### config.mk
export PLATFORM = sky130hd
export DESIGN_NAME = host_parallel_channel
export DESIGN_NICKNAME = d
export VERILOG_FILES = /design/src/rtl/hpc_pkg.sv /design/src/rtl/hpc_fifo.sv /design/src/rtl/host_parallel_channel.sv
export SDC_FILE = /design/constraint.sdc
export NUM_CORES = 1
export LEC_CHECK = 0
export BUFFER_PORTS_ARGS = -buffer_cell sky130_fd_sc_hd__buf_2
export CORE_ASPECT_RATIO = 2
export CORE_UTILIZATION = 32
export CTS_CLUSTER_SIZE = 25
export DETAILED_ROUTE_END_ITERATION = 8
export PLACE_DENSITY = 0.52
export SYNTH_ARGS = -nofsm -noshare
export SYNTH_HDL_FRONTEND = slang
export SYNTH_HIERARCHICAL = 1
export SYNTH_SLANG_ARGS = --single-unit
export TNS_END_PERCENT = 5
### constraint.sdc
create_clock -name sys_clk_i -period 9.55 [get_ports sys_clk_i]
set_input_delay 1.4325 -clock sys_clk_i [delete_from_list [all_inputs] [get_ports sys_clk_i]]
set_output_delay 1.4325 -clock sys_clk_i [all_outputs]
set_load 0.02 [all_outputs]
### src/rtl/hpc_pkg.sv
// constants and types for the host parallel receive port
package hpc_pkg;
  localparam int unsigned DATA_W       = 8;
  localparam int unsigned FIFO_DEPTH   = 16;
  localparam int unsigned CLK_HZ       = 25_000_000;
  // acknowledge pulse widths per speed setting, in nanoseconds
  localparam int unsigned ACK_SLOW_NS  = 2_000;
  localparam int unsigned ACK_MID_NS   = 1_000;
  localparam int unsigned ACK_FAST_NS  = 500;
  localparam int unsigned ACK_TURBO_NS = 200;
  localparam int unsigned CLK_NS       = 1_000_000_000 / CLK_HZ;
  localparam int unsigned ACK_SLOW_CYC  = ACK_SLOW_NS / CLK_NS;
  localparam int unsigned ACK_MID_CYC   = ACK_MID_NS / CLK_NS;
  localparam int unsigned ACK_FAST_CYC  = ACK_FAST_NS / CLK_NS;
  localparam int unsigned ACK_TURBO_CYC = ACK_TURBO_NS / CLK_NS;
  localparam int unsigned ACK_CNT_W     = 8;
  localparam logic [7:0]  DATA_RST      = 8'h00;

  typedef enum logic [1:0] {
    XFER_COMPAT = 2'b00,
    XFER_NIBBLE = 2'b01,
    XFER_BYTE   = 2'b10,
    XFER_ECP    = 2'b11
  } xfer_mode_t;

  typedef enum logic [1:0] {
    SPD_SLOW  = 2'b00,
    SPD_MID   = 2'b01,
    SPD_FAST  = 2'b10,
    SPD_TURBO = 2'b11
  } speed_t;

  // gray sequence: idle -> wait rise -> wait sink -> ack
  typedef enum logic [1:0] {
    ST_IDLE = 2'b00,
    ST_LOW  = 2'b01,
    ST_PUSH = 2'b11,
    ST_ACK  = 2'b10
  } rx_state_t;
endpackage

### src/rtl/hpc_fifo.sv
// synchronous valid/ready FIFO with parameterised width and depth
module hpc_fifo #(
  parameter int unsigned WIDTH = 8,
  parameter int unsigned DEPTH = 16
) (
  input  wire logic             sys_clk_i, // system clock
  input  wire logic             sys_rst_i, // synchronous reset
  input  wire logic [WIDTH-1:0] in_data_i, // write data
  input  wire logic             in_valid_i, // write request
  output logic                  in_ready_o, // not full
  output logic      [WIDTH-1:0] out_data_o, // head word
  output logic                  out_valid_o, // not empty
  input  wire logic             out_ready_i // consumer takes head
);
  localparam int unsigned AW = $clog2(DEPTH);
  logic [WIDTH-1:0] mem_r [DEPTH];
  logic [AW-1:0]    wp_r, wp_nxt, rp_r, rp_nxt;
  logic [AW:0]      cnt_r, cnt_nxt;
  logic             do_wr, do_rd;

  always_comb begin
    do_wr   = in_valid_i && (cnt_r != (AW+1)'(DEPTH));
    do_rd   = out_ready_i && (cnt_r != '0);
    wp_nxt  = do_wr ? wp_r + AW'(1) : wp_r;
    rp_nxt  = do_rd ? rp_r + AW'(1) : rp_r;
    cnt_nxt = cnt_r + (AW+1)'(do_wr) - (AW+1)'(do_rd);
  end

  always_ff @(posedge sys_clk_i) begin
    if (sys_rst_i) begin
      wp_r  <= '0;
      rp_r  <= '0;
      cnt_r <= '0;
    end else begin
      wp_r  <= wp_nxt;
      rp_r  <= rp_nxt;
      cnt_r <= cnt_nxt;
    end
  end

  always_ff @(posedge sys_clk_i) begin
    if (do_wr) begin
      mem_r[wp_r] <= in_data_i;
    end
  end

  assign in_ready_o  = (cnt_r != (AW+1)'(DEPTH));
  assign out_valid_o = (cnt_r != '0);
  assign out_data_o  = mem_r[rp_r];
endmodule

### src/rtl/host_parallel_channel.sv
// receive side of the host parallel channel with strobe/busy/ack handshake
// Overview of operation
// - processor mode: processor reads each received command byte itself.
// - memory mode: received image bytes go straight to DRAM writes.
// - busy rises on every falling edge of the host strobe that arrives while idle.
// - eight data lines are latched on the strobe rising edge.
// - one acknowledge pulse per byte, width set by speed setting; memory mode stretches it until the buffer is drained.
// - busy falls at the trailing rising edge of acknowledge.
// - nibble, byte and ECP transfer modes are only reported on mode_o.
module host_parallel_channel
  import hpc_pkg::*;
(
  input  wire logic              sys_clk_i,      // 25 MHz system clock
  input  wire logic              sys_rst_i,      // synchronous reset, high
  input  wire logic              strobe_n_i,     // host strobe, active low
  input  wire logic [DATA_W-1:0] pdata_i,        // host data lines
  input  wire logic              dma_mode_i,     // 1 = direct memory mode
  input  wire logic [1:0]        speed_i,        // ack width setting
  input  wire logic [1:0]        xfer_mode_i,    // 1284 mode select
  input  wire logic              ecp_enable_i,   // later variant has ECP
  output logic                   busy_o,         // busy to host
  output logic                   ack_n_o,        // acknowledge, active low
  output logic                   cpu_valid_o,    // command byte available
  output logic [DATA_W-1:0]      cpu_data_o,     // command byte
  input  wire logic              cpu_read_i,     // processor read strobe
  output logic                   mem_req_o,      // DRAM write request
  output logic [DATA_W-1:0]      mem_data_o,     // DRAM write byte
  input  wire logic              mem_ack_i,      // DRAM write accepted
  output logic [1:0]             mode_o          // active transfer mode
);
  // strobe and data come from a pin: two flops before use
  logic              strb_s1_r;
  logic              strb_s2_r;
  logic              strb_s3_r;
  logic [DATA_W-1:0] dat_s1_r;
  logic [DATA_W-1:0] dat_s2_r;

  // the third strobe flop only feeds the edge detector; nothing but the
  // second flop may look at the first, which can still be metastable
  always_ff @(posedge sys_clk_i) begin
    if (sys_rst_i) begin
      strb_s1_r <= 1'b1;
      strb_s2_r <= 1'b1;
      strb_s3_r <= 1'b1;
    end else begin
      strb_s1_r <= strobe_n_i;
      strb_s2_r <= strb_s1_r;
      strb_s3_r <= strb_s2_r;
    end
  end

  // one synchroniser per data line; bits may settle on different edges,
  // which is harmless since the host holds data well past the strobe rise
  for (genvar b = 0; b < DATA_W; b++) begin : g_dat_sync
    always_ff @(posedge sys_clk_i) begin
      if (sys_rst_i) begin
        dat_s1_r[b] <= DATA_RST[b];
        dat_s2_r[b] <= DATA_RST[b];
      end else begin
        dat_s1_r[b] <= pdata_i[b];
        dat_s2_r[b] <= dat_s1_r[b];
      end
    end
  end

  // reset presets the strobe pipe high, so no false edge follows reset
  logic strb_fall;
  logic strb_rise;
  assign strb_fall = strb_s3_r && !strb_s2_r;
  assign strb_rise = !strb_s3_r && strb_s2_r;

  // transfer mode select; ECP only when the variant allows it
  logic [1:0] mode_r;
  logic [1:0] mode_nxt;

  always_comb begin
    mode_nxt = xfer_mode_i;
    if (xfer_mode_i == XFER_ECP && !ecp_enable_i) begin
      mode_nxt = XFER_COMPAT;
    end
  end

  always_ff @(posedge sys_clk_i) begin
    if (sys_rst_i) begin
      mode_r <= XFER_COMPAT;
    end else begin
      mode_r <= mode_nxt;
    end
  end

  // ack width chosen from speed setting
  logic [ACK_CNT_W-1:0] ack_len;

  always_comb begin
    case (speed_t'(speed_i))
      SPD_SLOW:  ack_len = ACK_CNT_W'(ACK_SLOW_CYC);
      SPD_MID:   ack_len = ACK_CNT_W'(ACK_MID_CYC);
      SPD_FAST:  ack_len = ACK_CNT_W'(ACK_FAST_CYC);
      SPD_TURBO: ack_len = ACK_CNT_W'(ACK_TURBO_CYC);
      default:   ack_len = ACK_CNT_W'(ACK_SLOW_CYC);
    endcase
  end

  // receive fifo sits between the strobe capture and the consumers
  logic              f_in_valid;
  logic              f_in_ready;
  logic [DATA_W-1:0] f_out_data;
  logic              f_out_valid;
  logic              f_out_ready;

  // the memory request flag is needed by the release check below
  logic              mem_req_r;
  logic              mem_req_nxt;

  // handshake state: the sequencer and the acknowledge timer
  rx_state_t            st_r;
  rx_state_t            st_nxt;
  logic                 busy_r;
  logic                 busy_nxt;
  logic [DATA_W-1:0]    hold_r;
  logic [DATA_W-1:0]    hold_nxt;
  logic                 ack_n_r;
  logic                 ack_n_nxt;
  logic [ACK_CNT_W-1:0] cnt_r;
  logic [ACK_CNT_W-1:0] cnt_nxt;
  logic                 ack_start;
  logic                 ack_expired;
  logic                 may_release;

  // in memory mode busy stays up until every buffered byte is written,
  // so the host can never outrun the memory path
  assign may_release = !(dma_mode_i && (mem_req_r || f_out_valid));

  always_comb begin
    st_nxt     = st_r;
    busy_nxt   = busy_r;
    hold_nxt   = hold_r;
    f_in_valid = 1'b0;
    ack_start  = 1'b0;
    case (st_r)
      ST_IDLE: begin
        if (strb_fall) begin
          busy_nxt = 1'b1;
          st_nxt   = ST_LOW;
        end
      end
      ST_LOW: begin
        if (strb_rise) begin
          // synchronised data lags strobe equally, so it is still valid
          hold_nxt = dat_s2_r;
          st_nxt   = ST_PUSH;
        end
      end
      ST_PUSH: begin
        // a full buffer stalls here with busy held, throttling the host
        f_in_valid = 1'b1;
        if (f_in_ready) begin
          ack_start = 1'b1;
          st_nxt    = ST_ACK;
        end
      end
      ST_ACK: begin
        if (ack_expired && may_release) begin
          busy_nxt = 1'b0;
          st_nxt   = ST_IDLE;
        end
      end
      default: begin
        st_nxt   = ST_IDLE;
        busy_nxt = 1'b0;
      end
    endcase
  end

  // acknowledge timer: loads the width on push, counts down to one, then
  // ends the pulse on the same edge at which busy falls
  assign ack_expired = (cnt_r <= ACK_CNT_W'(1));

  always_comb begin
    cnt_nxt   = cnt_r;
    ack_n_nxt = ack_n_r;
    if (ack_start) begin
      ack_n_nxt = 1'b0;
      cnt_nxt   = ack_len;
    end else if (!ack_n_r) begin
      if (!ack_expired) begin
        cnt_nxt = cnt_r - ACK_CNT_W'(1);
      end else if (may_release) begin
        ack_n_nxt = 1'b1;
      end
    end
  end

  always_ff @(posedge sys_clk_i) begin
    if (sys_rst_i) begin
      st_r   <= ST_IDLE;
      busy_r <= 1'b0;
      hold_r <= DATA_RST;
    end else begin
      st_r   <= st_nxt;
      busy_r <= busy_nxt;
      hold_r <= hold_nxt;
    end
  end

  always_ff @(posedge sys_clk_i) begin
    if (sys_rst_i) begin
      ack_n_r <= 1'b1;
      cnt_r   <= '0;
    end else begin
      ack_n_r <= ack_n_nxt;
      cnt_r   <= cnt_nxt;
    end
  end

  hpc_fifo #(
    .WIDTH (DATA_W),
    .DEPTH (FIFO_DEPTH)
  ) u_rx_fifo (
    .sys_clk_i   (sys_clk_i),
    .sys_rst_i   (sys_rst_i),
    .in_data_i   (hold_r),
    .in_valid_i  (f_in_valid),
    .in_ready_o  (f_in_ready),
    .out_data_o  (f_out_data),
    .out_valid_o (f_out_valid),
    .out_ready_i (f_out_ready)
  );

  // consumers: processor holding register or memory write request; a
  // flag cleared and refilled in one cycle keeps the new byte
  logic              cpu_valid_r;
  logic              cpu_valid_nxt;
  logic [DATA_W-1:0] cpu_data_r;
  logic [DATA_W-1:0] cpu_data_nxt;
  logic [DATA_W-1:0] mem_data_r;
  logic [DATA_W-1:0] mem_data_nxt;
  logic              take_cpu;
  logic              take_mem;

  // a mode switch only redirects bytes not yet handed to a consumer
  assign take_cpu    = f_out_valid && !dma_mode_i &&
                       (!cpu_valid_r || cpu_read_i);
  assign take_mem    = f_out_valid && dma_mode_i &&
                       (!mem_req_r || mem_ack_i);
  assign f_out_ready = take_cpu || take_mem;

  always_comb begin
    cpu_valid_nxt = cpu_valid_r;
    cpu_data_nxt  = cpu_data_r;
    if (take_cpu) begin
      cpu_valid_nxt = 1'b1;
      cpu_data_nxt  = f_out_data;
    end else if (cpu_read_i) begin
      cpu_valid_nxt = 1'b0;
    end
  end

  always_comb begin
    mem_req_nxt  = mem_req_r;
    mem_data_nxt = mem_data_r;
    if (take_mem) begin
      mem_req_nxt  = 1'b1;
      mem_data_nxt = f_out_data;
    end else if (mem_ack_i) begin
      mem_req_nxt = 1'b0;
    end
  end

  always_ff @(posedge sys_clk_i) begin
    if (sys_rst_i) begin
      cpu_valid_r <= 1'b0;
      cpu_data_r  <= DATA_RST;
    end else begin
      cpu_valid_r <= cpu_valid_nxt;
      cpu_data_r  <= cpu_data_nxt;
    end
  end

  always_ff @(posedge sys_clk_i) begin
    if (sys_rst_i) begin
      mem_req_r  <= 1'b0;
      mem_data_r <= DATA_RST;
    end else begin
      mem_req_r  <= mem_req_nxt;
      mem_data_r <= mem_data_nxt;
    end
  end

  assign busy_o      = busy_r;
  assign ack_n_o     = ack_n_r;
  assign cpu_valid_o = cpu_valid_r;
  assign cpu_data_o  = cpu_data_r;
  assign mem_req_o   = mem_req_r;
  assign mem_data_o  = mem_data_r;
  assign mode_o      = mode_r;
endmodule

# After elaboration in Yosys (flattened, before gate mapping)
# Memories as Yosys holds them, arrays and structs flattened. A register that Yosys moved wholly into a read port is not among the register bits.
# Index checks and enable logic that the tools add are counted.
[totals]
register_bits = 72
ram_bits = 128
wordCells = 113
n_memories = 1
[mem_list]
columns = ["name", "depth", "width", "rd", "rd_ports_with_merged_regs", "write_ports", "line", "text"]
rows = [
  ["u_rx_fifo.mem_r", 16, 8, 1, 1, 1, "hpc_fifo.sv:16", "logic [WIDTH-1:0] mem_r [DEPTH];"],
]
[op_classes]
addsub = 5
order_cmp = 1
n_eq_ne = 14
n_mux = 27
reduce_logical = 33
[ops]
columns = ["op", "n"]
rows = [
  ["$pmux 8 s4", 1],
  ["$mux 8", 3],
  ["$mux 1", 15],
  ["$logic_and 1x1->1", 11],
  ["$eq 2x2->1 const B", 5],
  ["$ne 2x2->1 const B", 5],
  ["$add 4x1->4 const B", 2],
  ["$le 8x1->1 const B", 1],
  ["$mux 2", 4],
  ["$mux 4", 2],
  ["$pmux 2 s4", 1],
  ["$sub 8x1->8 const B", 1],
  ["$logic_not 1->1", 7],
  ["$reduce_bool 2->1", 3],
  ["$add 5x1->5", 1],
  ["$ne 5x5->1 const B", 1],
  ["$reduce_bool 5->1", 1],
  ["$sub 5x1->5", 1],
  ["$eq 2x1->1 const B", 2],
  ["$logic_not 2->1", 2],
  ["$logic_or 1x1->1", 4],
  ["$reduce_and 2->1", 2],
  ["$reduce_and 4->1", 1],
  ["$reduce_and 3->1", 1],
  ["3 further kinds", 3],
]

# Logic depth before layout (Yosys ltp)
[logic_depth]
ltp_word = 7
depth_mapped = 19
ltp_nobuf = 17

# By module
# The synthesis kept the hierarchy.
[by_module_without_submodules]
columns = ["module", "n_inst", "cells_each", "area_per_inst_um2", "seq_area_each_um2"]
rows = [
  ["hpc_fifo", 1, 308, 5810.6, 4184.0],
  ["host_parallel_channel", 1, 223, 2245.9, 1181.1],
]

# Worst setup path after synthesis
# OpenSTA, ideal clock, no wires.
[synth_path]
path_type = "in2reg"
start = "input port mem_ack_i"
end = "register u_rx_fifo.cnt_r[4]"
setup_ps = 117
arrival_ps = 3739
path_slack_ps = 5695
path_stages = 15
path_buffers = 1
path_cell_list = "nand2b_1 nor2b_1 clkbuf_1 or2_2 nand2_1 inv_1 ha_1 inv_1 ha_1 inv_1 fa_1 nor2b_1 o21bai_1 a21oi_1 nor3b_1"
[synth_via]
elab_chain_len = 5
[synth_rtl]
columns = ["item", "line", "text"]
rows = [
  ["from (decl)", "host_parallel_channel.sv:28", "input wire logic mem_ack_i,"],
  ["$logic_or 1x1->1", "host_parallel_channel.sv:245", "(!mem_req_r || mem_ack_i);"],
  ["$logic_and 1x1->1", "host_parallel_channel.sv:244", "assign take_mem = f_out_valid && dma_mode_i &&"],
  ["$logic_or 1x1->1", "host_parallel_channel.sv:246", "assign f_out_ready = take_cpu || take_mem;"],
  ["named net f_out_ready", "host_parallel_channel.sv:109", "logic f_out_ready;"],
  ["$logic_and 1x1->1", "hpc_fifo.sv:23", "do_rd = out_ready_i && (cnt_r != '0);"],
  ["$sub 5x1->5", "hpc_fifo.sv:26", "cnt_nxt = cnt_r + (AW+1)'(do_wr) - (AW+1)'(do_rd);"],
  ["to (signal assigned)", "hpc_fifo.sv:37", "cnt_r <= cnt_nxt;"],
  ["to (decl)", "hpc_fifo.sv:18", "logic [AW:0] cnt_r, cnt_nxt;"],
]
# The timed path passes the listed nets, and every way through them passes these cells.
# A chain may end at the register's enable or synchronous reset.

# Worst setup path after layout
[layout_path]
start = "input port dma_mode_i"
end = "register u_rx_fifo.cnt_r[4]"
[layout_via]
elab_chain_len = 6
[layout_rtl]
columns = ["item", "line", "text"]
rows = [
  ["from (decl)", "host_parallel_channel.sv:17", "input wire logic dma_mode_i,"],
  ["$logic_not 1->1", "host_parallel_channel.sv:242", "assign take_cpu = f_out_valid && !dma_mode_i &&"],
  ["$logic_and 1x1->1 (2 in series)", "host_parallel_channel.sv:242", ""],
  ["$logic_or 1x1->1 (*)", "host_parallel_channel.sv:246", ""],
  ["named net f_out_ready", "host_parallel_channel.sv:109", ""],
  ["$logic_and 1x1->1 (*)", "hpc_fifo.sv:23", ""],
  ["$sub 5x1->5 (*)", "hpc_fifo.sv:26", ""],
]
# The timed path passes the listed nets; every way through them passes the cells marked *.

==> flow_metrics.py <==
metrics = {
    "run_status": {
        "status": "complete, no violations",
    },
    "critical_path": {
        "endpoint": "u_rx_fifo/cnt_r[4]$_SDFF_PP0_",
        "worstPathArrival_ps": 4380,
        "critical_path_class": "in2reg",
        "r2r_slack_ps": 5710,
        "reg2reg_from": "u_rx_fifo/cnt_r[2]$_SDFF_PP0_",
        "critPathLaunchType": "input port",
        "crit_path_start": "dma_mode_i",
        "worst-path-max-fanout": 9,
        "rr_worst_depth": 17,
        "endpoint_kind": "flip-flop",
        "cp.required_ps": 9950,
        "r2r_end": "u_rx_fifo/cnt_r[4]$_SDFF_PP0_",
    },
    "routing": {
        "wl_per_cell_um": 19.0,
        "drtPass1Iterations": 4,
        "vias_per_cell": 4.80,
        "drtIter0Drc": 189,
        "postRouteAntennaNets": 0,
        "drt-total-wl_um": 17400,
        "num_vias": 4397,
        "drc_errors": 0,
    },
    "power": {
        "seqPwrFrac_pct": 47.1,
        "swShare_pct": 26.4,
        "p_leak_nw": 3.23,
        "power.density_mw_per_mm2": 235,
        "ir_drop_v": 0.000165,
        "power.switching_mw": 0.568,
        "combPwrFrac_pct": 18.6,
        "p_int_mw": 1.58,
        "total_power_mw": 2.15,
        "clockPowerShare_pct": 34.3,
    },
    "die": {
        "start_util_pct": 32.7,
        "die_w_um": 114,
        "core_area_mm2": 0.0246,
        "ios": 41,
        "die_area_mm2": 0.0259,
        "die_h_um": 226,
        "row_count": 81,
    },
    "min_path": {
        "min_path_cells": 1,
        "hp-class": "reg2reg",
    },
    "synthesis": {
        "ys_ff_latch": 204,
        "yosysSeqAreaShare_pct": 66.6,
        "synth_area_leader_cell": "edfxtp_1",
        "synth_top_area_share_pct": 47.7,
        "yosysWarnings": 6,
        "synthArstFlopShare_pct": 0,
        "ys.flop_type": "edfxtp_1",
        "synth_edf_count": 128,
        "avgSynthCellArea_um2": 15.2,
        "syn_nets": 568,
        "synth_area_leaders": "edfxtp_1 48%, dfxtp_1 19%, mux4_2 5.0%",
        "synthCells": 531,
        "synth_most_common_cell": "edfxtp_1",
        "synth_area_mm2": 0.00806,
        "synth_common_cells": "128 x edfxtp_1, 76 x dfxtp_1, 45 x nor2_1",
        "ys_types": 50,
    },
    "timing": {
        "worst_pin_slew_ps": 1230,
        "fmax_ghz": 0.251,
        "layout_min_cycle_time_ps": 3980,
        "report.final.slew_viol_count": 0,
        "setup_viol_count_final": 0,
        "tns_ps": 0,
        "relSlewSlack_pct": 17.4,
        "post-route-period-util_pct": 41.7,
        "hold_violations": 0,
        "worst_slack_ps": 5570,
        "rsz0062_at_grt": "false",
        "fin_worst_skew_ps": 12.1,
    },
    "global_route": {
        "grt_pass1_vias": 4770,
        "grt_max_degree": 47,
        "antenna_found_initial": 0,
        "overflow": 0,
        "grt_pass1_wl_um": 27100,
        "track_usage_pct": 14.2,
    },
    "clocking": {
        "cts_tree": "done",
        "ctsResizeCount": 0,
        "clock_path_buffers": 3,
        "holdBufCountCts": 0,
        "path_clk_slew_ps": 70,
        "cts_htree_levels": 1,
        "cts_root_buf": "clkbuf_16",
        "numClockSinks": 204,
        "cts_made_buffers": 18,
        "cts_setup_buffers": 0,
        "worstSkewPairLatency_ps": 490,
    },
    "layout": {
        "drive_gt1_share_pct": 16.8,
        "final-seq-area_mm2": 0.00537,
        "num_antenna_cells": 0,
        "fillers": 2333,
        "final_cell_count_no_fill": 916,
        "area_growth_pct": 13.8,
        "final_area_mm2": 0.00917,
        "multiInputGateArea_mm2": 0.00247,
        "final_nets": 610,
    },
    "placed_design": {
        "io_buffers": 40,
        "dp_slack_ps": 5090,
        "post-place-cells": 885,
        "gp_congestion": 0.781,
        "placed_cell_area_mm2": 0.00858,
        "dpl.hpwl_um": 12600,
    },
    "flow_run": {
        "drv_cap": 0,
    },
}
[cell families after synthesis]
family / after synthesis / synth area share (%)
adders and majority gates: 18 / 2.89
AOI/OAI and AO/OA: 48 / 3.96
buffers and inverters: 44 / 2.69
muxes: 56 / 12.6
DFF: 204 / 66.6
and+or+nand+nor: 152 / 10.3
xor gates and xnor gates: 9 / 0.978
[area by class of cell]
cell class | count | area share, %
Multi-Input combinational cell | 283 | 27.0
Timing Repair Buffer | 47 | 2.76
Tap cell | 332 | 4.53
Sequential cell | 204 | 58.5
Clock inverter | 5 | 0.819
Inverter | 19 | 0.778
Clock buffer | 26 | 5.58
[cell usage in the layout, fill, tap and decap left out, drive strengths merged, types with 10 or more instances in the layout]
cell,count
a21oi,12
inv,20
mux4,32
a22oi,16
and2,10
edfxtp,128
ha,17
mux2i,24
clkbuf,26
buf,47
nor2,45
dfxtp,76
nor2b,25
nand2,15
[worst min path at each step]
| stage | start | end |
|---|---|---|
| final | strb_s1_r$_SDFF_PP1_ | strb_s2_r$_SDFF_PP1_ |
| after global routing | strb_s1_r$_SDFF_PP1_ | strb_s2_r$_SDFF_PP1_ |
| after CTS | strb_s1_r$_SDFF_PP1_ | strb_s2_r$_SDFF_PP1_ |
| after detailed placement | strb_s1_r$_SDFF_PP1_ | strb_s2_r$_SDFF_PP1_ |
| after global placement | strb_s1_r$_SDFF_PP1_ | strb_s2_r$_SDFF_PP1_ |
| after floorplan | strb_s1_r$_SDFF_PP1_ | strb_s2_r$_SDFF_PP1_ |
[per-stage QoR]
step	hold slack (ps)	utilization [%]
finish	415	37.2
global route	437	37.2
CTS	419	37.2
detailed placement	411	34.8
global placement	402	34.8
floorplan	389	-
[sequential cells by signal (all words and copies together), names as in the netlist, 2 cells and up, named ones only]
signal and cells:
u_rx_fifo/mem_r 128, cnt_r 8, cpu_data_o 8, dat_s1_r 8, dat_s2_r 8, hold_r 8
mem_data_o 8, u_rx_fifo/cnt_r 5, u_rx_fifo/rp_r 4, u_rx_fifo/wp_r 4, mode_o 2, st_r 2
[power by group through the flow]
stage               sequential (mW)  combinational (mW)  clock (mW)
finish                         1.01               0.400       0.737
global route                   1.02               0.442       0.780
CTS                            1.02               0.411       0.753
detailed placement             1.03               0.408           0
global placement               1.03               0.395           0
floorplan                      1.03               0.300           0
[layer usage]
layer | up-vias | global-route usage (%) | share of wire, %
li1 | 2063 | - | -
met1 | 2236 | 12.7 | 33
met2 | 69 | 30.7 | 62
met3 | 29 | 1.12 | 2.0
met4 | 0 | 5.95 | 2.6
met5 | - | 0 | 0
[critical path: stages]
cell and delay (ps):
buf_2 110, nand2b_1 160, nor2b_1 770, or2_2 280, nand2_1 100, inv_1 80, ha_1 220, inv_1 60
ha_1 150, inv_1 50, fa_1 380, nor2b_1 180, o21bai_1 110, nand3_1 100, nor3b_1 180
(Power assumes the default switching activity.)
